`src/design/csoc_pkg.sv`:
```
// shared constants, types and register map of the sensing control block
package csoc_pkg;

    // register byte offsets on the apb bus
    localparam logic [7:0] CSOC_OFF_CTRL0 = 8'h00; // sense_control_zero
    localparam logic [7:0] CSOC_OFF_CTRL1 = 8'h04; // sense_control_one
    localparam logic [7:0] CSOC_OFF_T1CTL = 8'h08; // timer_one_control
    localparam logic [7:0] CSOC_OFF_TAUX  = 8'h0C; // timer selection extras

    // sense_control_zero field positions
    localparam int CSOC_B_ENABLE = 7; // sense_module_enable
    localparam int CSOC_B_REFM   = 6; // reference_mode_select
    localparam int CSOC_B_RNG_HI = 3; // current_range_field msb
    localparam int CSOC_B_RNG_LO = 2; // current_range_field lsb
    localparam int CSOC_B_PHASE  = 1; // oscillator_phase_status, read only
    localparam int CSOC_B_T0EXT  = 0; // timer_zero_ext_source_select

    // timer_one_control field positions
    localparam int CSOC_B_T1CS_HI = 7; // timer_one_clock_source msb
    localparam int CSOC_B_T1CS_LO = 6; // timer_one_clock_source lsb
    localparam int CSOC_B_T1ON    = 0; // timer_one_on

    // timer selection extras field positions
    localparam int CSOC_B_T0CS = 0; // timer_zero_clock_source
    localparam int CSOC_B_T1GE = 1; // timer_one_gate_enable

    // writable masks, reserved bits stay zero
    localparam logic [7:0] CSOC_MSK_CTRL0 = 8'hCD;
    localparam logic [7:0] CSOC_MSK_CTRL1 = 8'h0F;
    localparam logic [7:0] CSOC_MSK_T1CTL = 8'hFD;
    localparam logic [7:0] CSOC_MSK_TAUX  = 8'h03;

    // reset values
    localparam logic [7:0] CSOC_RST_CTRL0 = 8'h00;
    localparam logic [7:0] CSOC_RST_CTRL1 = 8'h00;
    localparam logic [7:0] CSOC_RST_T1CTL = 8'h00;
    localparam logic [7:0] CSOC_RST_TAUX  = 8'h00;

    // range codes, timer one source codes and channel count
    localparam logic [1:0] CSOC_RNG_ZERO  = 2'h0; // off or noise detection
    localparam logic [1:0] CSOC_RNG_LOW   = 2'h1;
    localparam logic [1:0] CSOC_RNG_MED   = 2'h2;
    localparam logic [1:0] CSOC_T1CS_SNS  = 2'h3; // sensing oscillator
    localparam logic [1:0] CSOC_T1CS_FOSC = 2'h1; // system clock
    localparam logic [1:0] CSOC_T1CS_PIN  = 2'h2; // timer one pin
    localparam int         CSOC_NCHAN     = 8;

    // system clock divide for the instruction-rate tick
    localparam logic [1:0] CSOC_FOSC4_LAST = 2'h3;

    // current mode of the oscillator, one-hot
    typedef enum logic [4:0] {
        CSOC_CUR_OFF   = 5'b00001,
        CSOC_CUR_NOISE = 5'b00010,
        CSOC_CUR_LOW   = 5'b00100,
        CSOC_CUR_MED   = 5'b01000,
        CSOC_CUR_HIGH  = 5'b10000
    } csoc_cur_t;

    // control bundle toward the analog oscillator and pad mux
    typedef struct packed {
        logic [7:0] chan_en;    // one-hot pad connection
        logic       osc_on;     // oscillator core powered
        logic       src_off;    // constant current source disabled
        logic       ref_lo_dac; // lower threshold from dac, else ground
        logic       ref_hi_vref; // upper from voltage reference, else supply
        csoc_cur_t  cur_mode;   // current setting
    } csoc_analog_t;

endpackage

```
`src/design/csoc_sync.sv`:
```
// three-stage synchroniser with agreement filter and rise pulse
`timescale 1ns/100ps
module csoc_sync (
    input  wire logic clk,
    input  wire logic rst_n,
    input  wire logic async_in,
    output logic      level,
    output logic      rise
);
    logic ff1_reg, ff2_reg, ff3_reg;       // raw chain
    logic lvl_reg, lvl_next;               // accepted level
    logic rise_reg, rise_next;             // one-cycle rise pulse

    // a change only counts once the second and third stage agree
    always_comb begin
        lvl_next  = lvl_reg;
        rise_next = 1'b0;
        if (ff2_reg == ff3_reg) begin
            lvl_next  = ff3_reg;
            rise_next = ff3_reg & ~lvl_reg;
        end
    end

    // stage registers, first stage feeds only the second
    always_ff @(posedge clk) begin
        if (!rst_n) begin
            ff1_reg  <= 1'b0;
            ff2_reg  <= 1'b0;
            ff3_reg  <= 1'b0;
            lvl_reg  <= 1'b0;
            rise_reg <= 1'b0;
        end else begin
            ff1_reg  <= async_in;
            ff2_reg  <= ff1_reg;
            ff3_reg  <= ff2_reg;
            lvl_reg  <= lvl_next;
            rise_reg <= rise_next;
        end
    end

    assign level = lvl_reg;
    assign rise  = rise_reg;
endmodule // csoc_sync

```
`src/design/csoc_top.sv`:
```
// sensing oscillator control: apb registers, analog control, timer ticks
// Contract
// - reference-mode bit picks variable or fixed references
// - fixed mode: low ground, high supply
// - variable mode: low from dac, high voltage reference
// - decode current range per reference mode
// - noise mode: source off, oscillator stays on
// - readable bit shows sourcing or sinking phase
// - enabled module connects the selected channel pin
// - ext select set, clock source clear: timer zero
// - timer one source 11 uses sensing oscillator
// - timer one gated by on and gate enable
// - enable bit switches the sensing module
// - disabled module connects no channel at all
// - codes 0-7 pick channels, upper codes reserved
//
// The APB register port and the placing of the registers are this design's own decisions.
`timescale 1ns/100ps
module csoc_top (
    input  wire logic                  clk,
    input  wire logic                  rst_n,
    input  wire logic                  psel,
    input  wire logic                  penable,
    input  wire logic                  pwrite,
    input  wire logic [7:0]            paddr,
    input  wire logic [31:0]           pwdata,
    input  wire logic [3:0]            pstrb,
    output logic      [31:0]           prdata,
    output logic                       pready,
    output logic                       pslverr,
    input  wire logic                  osc_comp,
    input  wire logic                  t0_pin,
    input  wire logic                  t1_pin,
    input  wire logic                  t1_gate,
    output csoc_pkg::csoc_analog_t     analog_ctrl,
    output logic                       tmr0_tick,
    output logic                       tmr1_tick
);
    // software-visible control registers
    logic [7:0]  ctrl0_reg, ctrl0_next;     // sense_control_zero
    logic [7:0]  ctrl1_reg, ctrl1_next;     // sense_control_one
    logic [7:0]  t1ctl_reg, t1ctl_next;     // timer_one_control
    logic [7:0]  taux_reg,  taux_next;      // timer selection extras
    // bus answer registers
    logic [31:0] prdata_reg, prdata_next;
    logic        pready_reg, pready_next;
    logic        pslverr_reg, pslverr_next;
    // block outputs
    csoc_pkg::csoc_analog_t analog_reg, analog_next;
    logic        t0tick_reg, t0tick_next;
    logic        t1tick_reg, t1tick_next;
    logic [1:0]  div_reg, div_next;         // fosc/4 divider
    // synchronised pins
    logic        phase_lvl, osc_rise;       // comparator output
    logic        t0p_rise, t1p_rise;        // external timer pins
    logic        gate_lvl;                  // timer one gate level
    // bus decode helpers
    logic        setup_ph, access_ph, mapped;
    logic [7:0]  rd_byte;
    logic [7:0]  chan_hot;

    // pins from outside the clock domain
    csoc_sync u_sync_osc (.clk(clk), .rst_n(rst_n), .async_in(osc_comp),
                          .level(phase_lvl), .rise(osc_rise));
    csoc_sync u_sync_t0 (.clk(clk), .rst_n(rst_n), .async_in(t0_pin),
                         .level(), .rise(t0p_rise));
    csoc_sync u_sync_t1 (.clk(clk), .rst_n(rst_n), .async_in(t1_pin),
                         .level(), .rise(t1p_rise));
    csoc_sync u_sync_gt (.clk(clk), .rst_n(rst_n), .async_in(t1_gate),
                         .level(gate_lvl), .rise());

    assign setup_ph  = psel & ~penable;
    assign access_ph = psel & penable & pready_reg;

    // address decode and read mux, status bit is live oscillator phase
    always_comb begin
        mapped  = 1'b1;
        rd_byte = 8'h00;
        case (paddr)
            csoc_pkg::CSOC_OFF_CTRL0: begin
                rd_byte = ctrl0_reg;
                rd_byte[csoc_pkg::CSOC_B_PHASE] = phase_lvl;
            end
            csoc_pkg::CSOC_OFF_CTRL1: rd_byte = ctrl1_reg;
            csoc_pkg::CSOC_OFF_T1CTL: rd_byte = t1ctl_reg;
            csoc_pkg::CSOC_OFF_TAUX:  rd_byte = taux_reg;
            default:                  mapped  = 1'b0;
        endcase
    end

    // apb answer: ready in the first access cycle, no wait states
    always_comb begin
        pready_next  = setup_ph;
        pslverr_next = setup_ph & ~mapped;
        prdata_next  = prdata_reg;
        if (setup_ph) begin
            // unmapped reads return zero with an error
            prdata_next = {24'h00_0000, rd_byte};
        end
    end

    // register writes land on the access edge, low byte lane only
    always_comb begin
        ctrl0_next = ctrl0_reg;
        ctrl1_next = ctrl1_reg;
        t1ctl_next = t1ctl_reg;
        taux_next  = taux_reg;
        if (access_ph && pwrite && pstrb[0]) begin
            case (paddr)
                csoc_pkg::CSOC_OFF_CTRL0:
                    ctrl0_next = pwdata[7:0] & csoc_pkg::CSOC_MSK_CTRL0;
                csoc_pkg::CSOC_OFF_CTRL1:
                    ctrl1_next = pwdata[7:0] & csoc_pkg::CSOC_MSK_CTRL1;
                csoc_pkg::CSOC_OFF_T1CTL:
                    t1ctl_next = pwdata[7:0] & csoc_pkg::CSOC_MSK_T1CTL;
                csoc_pkg::CSOC_OFF_TAUX:
                    taux_next  = pwdata[7:0] & csoc_pkg::CSOC_MSK_TAUX;
                default: ; // unmapped writes are dropped
            endcase
        end
    end

    // channel decode, one bit per pad
    genvar gi;
    generate
        for (gi = 0; gi < csoc_pkg::CSOC_NCHAN; gi++) begin : g_chan
            // upper codes match no pad, so reserved codes connect nothing
            assign chan_hot[gi] = ctrl0_reg[csoc_pkg::CSOC_B_ENABLE] &&
                                  (ctrl1_reg[3:0] == 4'(gi));
        end
    endgenerate

    // analog control decode from the control registers
    always_comb begin
        logic       en;
        logic       vref;
        logic [1:0] rng;
        en   = ctrl0_reg[csoc_pkg::CSOC_B_ENABLE];
        vref = ctrl0_reg[csoc_pkg::CSOC_B_REFM];
        rng  = ctrl0_reg[csoc_pkg::CSOC_B_RNG_HI:csoc_pkg::CSOC_B_RNG_LO];
        analog_next = analog_reg;
        // disabled module ignores the channel field
        analog_next.chan_en    = en ? chan_hot : 8'h00;
        analog_next.ref_lo_dac = vref;
        analog_next.ref_hi_vref = vref;
        // current setting depends on reference mode for code zero
        case (rng)
            csoc_pkg::CSOC_RNG_ZERO:
                analog_next.cur_mode = vref ? csoc_pkg::CSOC_CUR_NOISE
                                            : csoc_pkg::CSOC_CUR_OFF;
            csoc_pkg::CSOC_RNG_LOW: analog_next.cur_mode = csoc_pkg::CSOC_CUR_LOW;
            csoc_pkg::CSOC_RNG_MED: analog_next.cur_mode = csoc_pkg::CSOC_CUR_MED;
            default:                analog_next.cur_mode = csoc_pkg::CSOC_CUR_HIGH;
        endcase
        // noise mode keeps comparator and pad alive, source dropped
        analog_next.src_off = (rng == csoc_pkg::CSOC_RNG_ZERO);
        analog_next.osc_on  = en &&
            (vref || rng != csoc_pkg::CSOC_RNG_ZERO);
    end

    // count ticks toward the two timers
    always_comb begin
        logic t1_run;
        logic t1_src;
        t1_run = 1'b0;
        t1_src = 1'b0;
        div_next = div_reg + 2'h1;
        // timer zero: oscillator when external select set and source bit
        // clear, its pin when the source bit is set, else the core tick
        if (!taux_reg[csoc_pkg::CSOC_B_T0CS]
            && ctrl0_reg[csoc_pkg::CSOC_B_T0EXT]) begin
            t0tick_next = osc_rise;
        end else if (taux_reg[csoc_pkg::CSOC_B_T0CS]) begin
            t0tick_next = t0p_rise;
        end else begin
            t0tick_next = (div_reg == csoc_pkg::CSOC_FOSC4_LAST);
        end
        // timer one source select
        case (t1ctl_reg[csoc_pkg::CSOC_B_T1CS_HI:csoc_pkg::CSOC_B_T1CS_LO])
            csoc_pkg::CSOC_T1CS_SNS:  t1_src = osc_rise;
            csoc_pkg::CSOC_T1CS_FOSC: t1_src = 1'b1;
            csoc_pkg::CSOC_T1CS_PIN:  t1_src = t1p_rise;
            default: t1_src = (div_reg == csoc_pkg::CSOC_FOSC4_LAST);
        endcase
        // off, free running, or counting while the gate allows
        t1_run = t1ctl_reg[csoc_pkg::CSOC_B_T1ON] &&
                 (!taux_reg[csoc_pkg::CSOC_B_T1GE] || gate_lvl);
        t1tick_next = t1_run & t1_src;
    end

    // one register process for all state
    always_ff @(posedge clk) begin
        if (!rst_n) begin
            ctrl0_reg   <= csoc_pkg::CSOC_RST_CTRL0;
            ctrl1_reg   <= csoc_pkg::CSOC_RST_CTRL1;
            t1ctl_reg   <= csoc_pkg::CSOC_RST_T1CTL;
            taux_reg    <= csoc_pkg::CSOC_RST_TAUX;
            prdata_reg  <= 32'h0000_0000;
            pready_reg  <= 1'b0;
            pslverr_reg <= 1'b0;
            analog_reg  <= '{chan_en: 8'h00, osc_on: 1'b0, src_off: 1'b1,
                             ref_lo_dac: 1'b0, ref_hi_vref: 1'b0,
                             cur_mode: csoc_pkg::CSOC_CUR_OFF};
            t0tick_reg  <= 1'b0;
            t1tick_reg  <= 1'b0;
            div_reg     <= 2'h0;
        end else begin
            ctrl0_reg   <= ctrl0_next;
            ctrl1_reg   <= ctrl1_next;
            t1ctl_reg   <= t1ctl_next;
            taux_reg    <= taux_next;
            prdata_reg  <= prdata_next;
            pready_reg  <= pready_next;
            pslverr_reg <= pslverr_next;
            analog_reg  <= analog_next;
            t0tick_reg  <= t0tick_next;
            t1tick_reg  <= t1tick_next;
            div_reg     <= div_next;
        end
    end

    assign prdata      = prdata_reg;
    assign pready      = pready_reg;
    assign pslverr     = pslverr_reg;
    assign analog_ctrl = analog_reg;
    assign tmr0_tick   = t0tick_reg;
    assign tmr1_tick   = t1tick_reg;

    // checks on the block's own outputs
    property p_ref_select;
        @(posedge clk) disable iff (!rst_n)
        ##1 analog_reg.ref_lo_dac == $past(ctrl0_reg[csoc_pkg::CSOC_B_REFM]);
    endproperty
    a_ref_select: assert property (p_ref_select)
        else $error("reference source does not follow mode bit");

    property p_fixed_rails;
        @(posedge clk) disable iff (!rst_n)
        !ctrl0_reg[csoc_pkg::CSOC_B_REFM]
            |=> !analog_reg.ref_lo_dac && !analog_reg.ref_hi_vref;
    endproperty
    a_fixed_rails: assert property (p_fixed_rails)
        else $error("fixed mode not on supply rails");

    property p_var_refs;
        @(posedge clk) disable iff (!rst_n)
        ctrl0_reg[csoc_pkg::CSOC_B_REFM]
            |=> analog_reg.ref_lo_dac && analog_reg.ref_hi_vref;
    endproperty
    a_var_refs: assert property (p_var_refs)
        else $error("variable mode not on dac and voltage reference");

    property p_range_zero;
        @(posedge clk) disable iff (!rst_n)
        ctrl0_reg[3:2] == 2'h0 |=> analog_reg.cur_mode ==
            ($past(ctrl0_reg[csoc_pkg::CSOC_B_REFM]) ?
             csoc_pkg::CSOC_CUR_NOISE : csoc_pkg::CSOC_CUR_OFF);
    endproperty
    a_range_zero: assert property (p_range_zero)
        else $error("range code zero decoded wrongly");

    property p_noise_mode;
        @(posedge clk) disable iff (!rst_n)
        analog_reg.cur_mode == csoc_pkg::CSOC_CUR_NOISE
            && $past(ctrl0_reg[csoc_pkg::CSOC_B_ENABLE])
            |-> analog_reg.src_off && analog_reg.osc_on;
    endproperty
    a_noise_mode: assert property (p_noise_mode)
        else $error("noise mode must drop source and keep oscillator");

    property p_phase_read;
        @(posedge clk) disable iff (!rst_n)
        setup_ph && paddr == csoc_pkg::CSOC_OFF_CTRL0
            |=> prdata_reg[csoc_pkg::CSOC_B_PHASE] == $past(phase_lvl);
    endproperty
    a_phase_read: assert property (p_phase_read)
        else $error("phase status bit not read back");

    property p_chan_conn;
        @(posedge clk) disable iff (!rst_n)
        ctrl0_reg[csoc_pkg::CSOC_B_ENABLE] && !ctrl1_reg[3]
            |=> analog_reg.chan_en == (8'h01 << $past(ctrl1_reg[2:0]));
    endproperty
    a_chan_conn: assert property (p_chan_conn)
        else $error("selected channel not connected");

    property p_chan_off;
        @(posedge clk) disable iff (!rst_n)
        !ctrl0_reg[csoc_pkg::CSOC_B_ENABLE] || ctrl1_reg[3]
            |=> analog_reg.chan_en == 8'h00;
    endproperty
    a_chan_off: assert property (p_chan_off)
        else $error("channel connected while disabled or reserved");

    property p_t0_sense;
        @(posedge clk) disable iff (!rst_n)
        !taux_reg[csoc_pkg::CSOC_B_T0CS] && ctrl0_reg[csoc_pkg::CSOC_B_T0EXT]
            |=> tmr0_tick == $past(osc_rise);
    endproperty
    a_t0_sense: assert property (p_t0_sense)
        else $error("timer zero not clocked by oscillator");

    property p_t1_sense;
        @(posedge clk) disable iff (!rst_n)
        t1ctl_reg[7:6] == csoc_pkg::CSOC_T1CS_SNS
            && t1ctl_reg[csoc_pkg::CSOC_B_T1ON]
            && !taux_reg[csoc_pkg::CSOC_B_T1GE]
            |=> tmr1_tick == $past(osc_rise);
    endproperty
    a_t1_sense: assert property (p_t1_sense)
        else $error("timer one not clocked by oscillator");

    property p_t1_gate;
        @(posedge clk) disable iff (!rst_n)
        !t1ctl_reg[csoc_pkg::CSOC_B_T1ON]
            || (taux_reg[csoc_pkg::CSOC_B_T1GE] && !gate_lvl)
            |=> !tmr1_tick;
    endproperty
    a_t1_gate: assert property (p_t1_gate)
        else $error("timer one counted while off or gated");

    property p_enable;
        @(posedge clk) disable iff (!rst_n)
        !ctrl0_reg[csoc_pkg::CSOC_B_ENABLE] |=> !analog_reg.osc_on;
    endproperty
    a_enable: assert property (p_enable)
        else $error("oscillator on while module disabled");

endmodule // csoc_top

```
`config.mk`:
```
export PLATFORM = sky130hd
export DESIGN_NAME = csoc_top
export DESIGN_NICKNAME = d
export VERILOG_FILES = /design/src/design/csoc_pkg.sv /design/src/design/csoc_sync.sv /design/src/design/csoc_top.sv
export SDC_FILE = /design/constraint.sdc
export NUM_CORES = 1
export LEC_CHECK = 0
export BUFFER_PORTS_ARGS = -buffer_cell sky130_fd_sc_hd__buf_2
export CORE_ASPECT_RATIO = 0.5
export CORE_MARGIN = 2
export CORE_UTILIZATION = 50
export DETAILED_ROUTE_END_ITERATION = 12
export GPL_TIMING_DRIVEN = 0
export PLACE_DENSITY_LB_ADDON = 0.12
export SYNTH_ARGS = -nofsm -noshare
export SYNTH_HDL_FRONTEND = slang
export SYNTH_SLANG_ARGS = --single-unit
```
`constraint.sdc`:
```
create_clock -name clk -period 3.25 [get_ports clk]
set_input_delay 0.65 -clock clk [delete_from_list [all_inputs] [get_ports clk]]
set_output_delay 0.65 -clock clk [all_outputs]
set_load 0.02 [all_outputs]
```
# Word-level counts from Yosys, hierarchy flattened

Cells that the tools add are included.

Logic and storage cells: 105
Output and inout bits: 53
Bits in read-only memories: 0
Latch bits: 0
Memory bits (writable): 0
Input port bits: 53
Memories: 0
Register bits: 67

Muxes and demuxes: 7
Magnitude comparators: 0
Shift operators: 0
Multiply operators: 0
Reduce and logical (&&, ||, !) cells: 30
Add/subtract/negate cells: 1
Eq/ne operators: 20
Div/mod/pow operators: 0
Bitwise logic cells: 13

Operator list:

| kind                                                                   | count |
|---|---|
| 8-bit one-hot mux with 4 select lines                                  | 1 |
| 4-bit by 3-bit equality test with 1-bit output (second input constant) | 4 |
| 8-bit by 4-bit equality test with 1-bit output (second input constant) | 2 |
| 2-bit AND reduction                                                    | 8 |
| 5-bit one-hot mux with 3 select lines                                  | 1 |
| 1-bit logical AND                                                      | 13 |
| 1-bit bitwise AND                                                      | 8 |
| 2-bit equality test (second input constant)                            | 4 |
| 4-bit by 2-bit equality test with 1-bit output (second input constant) | 2 |
| 8-bit by 3-bit equality test with 1-bit output (second input constant) | 1 |
| 8-bit logical NOT                                                      | 1 |
| 1-bit NOT                                                              | 5 |
| 1-bit equality test                                                    | 4 |
| 2-bit by 1-bit equality test with 1-bit output (second input constant) | 2 |
| 4-bit by 1-bit equality test with 1-bit output (second input constant) | 1 |
| 4-bit logical NOT                                                      | 1 |
| 4-bit OR reduction                                                     | 1 |
| 1-bit 2-to-1 mux                                                       | 3 |
| 1-bit one-hot mux with 3 select lines                                  | 1 |
| 2-bit by 1-bit adder with 2-bit output (second input constant)         | 1 |
| 1-bit logical NOT                                                      | 2 |
| 2-bit logical NOT                                                      | 1 |
| 1-bit logical OR                                                       | 2 |
| 2-bit 2-to-1 mux                                                       | 1 |
| 2-bit nonzero test                                                     | 1 |

# Depth between registers and ports, before layout

Depth in word-level cells: 5
Mapped depth: 5

# Modules after synthesis

A second synthesis with hierarchy kept.

Cell total of the unflattened synthesis: 245
Area, all modules: 2,592.5 um^2

Modules (own cells, without submodules):

| module    | cells an instance | instances | area an instance (um^2) |
|---|---|---|---|
| csoc_top  | 197               | 1         | 1,996.9 |
| csoc_sync | 12                | 4         | 148.9 |

# Worst setup path before layout

OpenSTA, ideal clock, no wires.

Path type: input-to-reg
Start point: in paddr[1]
End point: reg t1ctl_reg[0]
Slack: 1.460 ns
Path buffers: 0
Data arrival time: 1.718 ns
Library setup time: 0.072 ns
Data required time: 3.178 ns
Stages on the path: 4
Cell sequence: nor4_4 nand2_2 nor3_4 mux2i_1

Word-level cells in the longest chain between the ends: 2

Ends and longest elaborated chain:

| element                                        | line            | text |
|---|---|---|
| start, declared                                | csoc_top.sv:25  | `input wire logic [7:0] paddr,` |
| 8-bit by 4-bit equality test with 1-bit output | csoc_top.sv:109 | `case (paddr)` |
| 2-bit AND reduction (no line)                  | --              |  |
| end signal, assigned                           | csoc_top.sv:196 | `t1ctl_reg <= csoc_pkg::CSOC_RST_T1CTL;` |
| end signal, assigned                           | csoc_top.sv:210 | `t1ctl_reg <= t1ctl_next;` |
| end, declared                                  | csoc_top.sv:42  | `logic [7:0] t1ctl_reg, t1ctl_next;` |

No other way between the ends.
A chain may end at the register's enable or synchronous reset.

# Worst setup path in the final report

Start point: in paddr[1]
End point: reg t1ctl_reg[2]

The elaborated chain is that of the path after synthesis.

==> results.toml <==
[global_routing]
grt-ovfl-total = 0
antenna_found_initial = 0
grt_start_max_net_pins = 11
grt_pass1_vias = 1755
grt_pass1_wl_um = 7960
gr-usage-all-layers = 0.194

[pwr]
p_switching_mw = 0.349
p_int_mw = 1.17
p_seq_frac = 0.551
ir_drop_v = 0.000256
clkPwrFrac = 0.375
power_density_mw_per_mm2 = 488
leakage_nw = 1.42
p_sw_frac = 0.230
total_power_mw = 1.51
comb_power_share = 0.074

[setup_path]
startpoint = "paddr[1]"
crit_type = "in2reg"
arrival_ns = 2.06
path_max_fanout = 7
cp-start-kind = "input port"
regToRegStartpoint = "pready"
end_kind = "register"
r2r-end = "t1ctl_reg[2]"
r2r_slack_ns = 1.73
required_ns = 3.52
ff2ff_path_depth = 4

[sta]
finalCriticalPeriod_ns = 1.80
max-slew-margin-rel = 0.582
finalSetupViolCount = 0
period_share = 0.552
fmax_mhz = 557
worst_pin_slew_ns = 0.626
slew_viol_final = 0
grt_setup_unrepaired = "false"
fin_skew_ns = 0.00543
hold_ws_ns = 0.431
hold_violations = 0
tns_ns = 0

[place]
gp_congestion = 0.818
portBuffers = 54
dp_hpwl_um = 3890

[clock_network]
cts_buffers = 9
post_cts_resized = 0
cts_sinks = 67
hold_buffers = 0
clk_pin_slew_ns = 0.06
cts_max_path_buffers = 2
clk_latency_ns = 0.34
tritoncts = "done"
cts_setup_buffers = 0
htreeDepth = 3
cts_root_buf = "clkbuf_8"

[hold_path]
min_path_type = "reg2reg"
hold_end = "div_reg[0]"
worstHoldPathCells = 1
hold_path_startpoint = "div_reg[0]"

[synth]
yosys_warnings = 0
seq_area_frac_synth = 0.536
ys_top_cells_by_area = "dfxtp_1 (54%), buf_4 (7.5%), mux2i_1 (4.8%), nand2_1 (4.7%), o21ai_0 (4.2%)"
synth_top_area_cell = "dfxtp_1"
asyncSetResetFlopFracSynth = 0
synth_top_area_frac = 0.536
ys_types = 36
synth_cells = 253
synth_edf_count = 0
syn-cell-area_sq_mm = 0.00250
synth_ff_type = "dfxtp_1"
ys_ff_latch = 67
avgSynthCellArea_sq_um = 9.89

[drt]
ant_nets = 0
via_per_inst = 4.83
topRoutingLayerUsed = "met4"
wl_met3_um = 438
first_pass_iters = 4
drt_iter0_drc = 48
wl_per_cell_um = 12.3
drc_errors = 0
routed_wirelength_um = 5110
met2WireLength_um = 2440
vias = 2004
drt-met1-wl_um = 2150

[floorplan]
core_sq_mm = 0.00486
design.die.area_sq_mm = 0.00562
dieWidth_um = 104
start_util = 0.514
rows = 18
die_y_um = 54.0
ios = 106

[layout]
drive_gt1_frac = 0.290
fin_util = 0.639
largest_reg_flops = 16
final_nets = 395
flow.area_growth_from_synthesis_pct = 24.2
antenna_cells = 0

[run_status]
status = "completed"

[flow_run]
drv_cap = 0
cell usage in the layout, fill, tap and decap left out, drive strengths merged, types with 3 or more instances in the layout:
cell type | synthesis | final
buf | 27 | 81
dfxtp | 67 | 67
nand2 | 32 | 32
conb | 1 | 24
o21ai | 21 | 21
clkbuf | 5 | 17
and2 | 15 | 15
nor2 | 13 | 13
mux2i | 12 | 12
nand3 | 11 | 11
nor3 | 6 | 6
a22o | 5 | 5
a21boi | 5 | 5
and3b | 4 | 4
nand4 | 4 | 4
inv | 3 | 3
nor2b | 3 | 3
clkinv | 0 | 3
area by class of cell:
class	count	area (sq um)
fillers	415	1760
flip-flops and latches	67	1340
multi-input cells	174	1020
repair buffers	54	270
plain buffers	32	216
clock buffers	12	145
well taps	70	87.6
clock inverters	3	15.0
inverters	3	11.3
layer usage:
layer,track usage,up-vias
li1,-,1000
met2,0.356,73
met5,0,-
met4,0.0946,0
met3,0.0751,10
met1,0.206,921
cell families (layout without fill, tap and decap cells):
family | Yosys count | count (layout) | share of synthesized area
fa+ha+maj | 1 | 1 | 0.00500
simple gates | 98 | 98 | 0.211
compound gates | 36 | 36 | 0.0900
flops | 67 | 67 | 0.536
mux | 15 | 15 | 0.0660
other cells | 1 | 24 | 0.00150
buf+inv | 35 | 104 | 0.0910
worst max-delay path, cell delays in order:
cell	delay [ns]
buf_2	0.11
nor4_4	0.42
nand2_2	0.15
nor3_4	0.47
mux2i_1	0.25
cell usage after synthesis (all sizes together) (2+ instances only):
master,instances
dfxtp,67
nand2,32
buf,27
o21ai,21
and2,15
nor2,13
mux2i,12
nand3,11
nor3,6
a21boi,5
a22o,5
clkbuf,5
and3b,4
nand4,4
inv,3
nor2b,3
a32o,2
and3,2
mux2,2
nand2b,2
worst max path at each step:
| stage | to | depth (start not counted) |
|---|---|---|
| finish | t1ctl_reg[2] | 5 |
| detailed placement | t1ctl_reg[2] | 5 |
| floorplan | t1ctl_reg[0] | 4 |
| global placement | t1ctl_reg[2] | 5 |
| CTS | t1ctl_reg[2] | 5 |
| global route | t1ctl_reg[7] | 5 |
power by group through the flow:
| stage | Sequential, mW | Combinational, mW | Clock, mW |
|---|---|---|---|
| final | 0.835 | 0.112 | 0.568 |
| after floorplan | 0.854 | 0.0775 | 0 |
| after CTS | 0.835 | 0.111 | 0.587 |
| after global placement | 0.852 | 0.109 | 0 |
| after global routing | 0.835 | 0.121 | 0.619 |
| after detailed placement | 0.853 | 0.110 | 0 |
per-stage QoR:
step	worst slack (ns)	cells	area [sq um]
after global placement	1.15	400	2950
after floorplan	1.46	276	2590
after detailed placement	1.11	400	2950
after global routing	1.34	415	3110
after CTS	1.47	415	3110
final	1.45	415	3110
No activity file was read; power rests on OpenSTA's default activity.
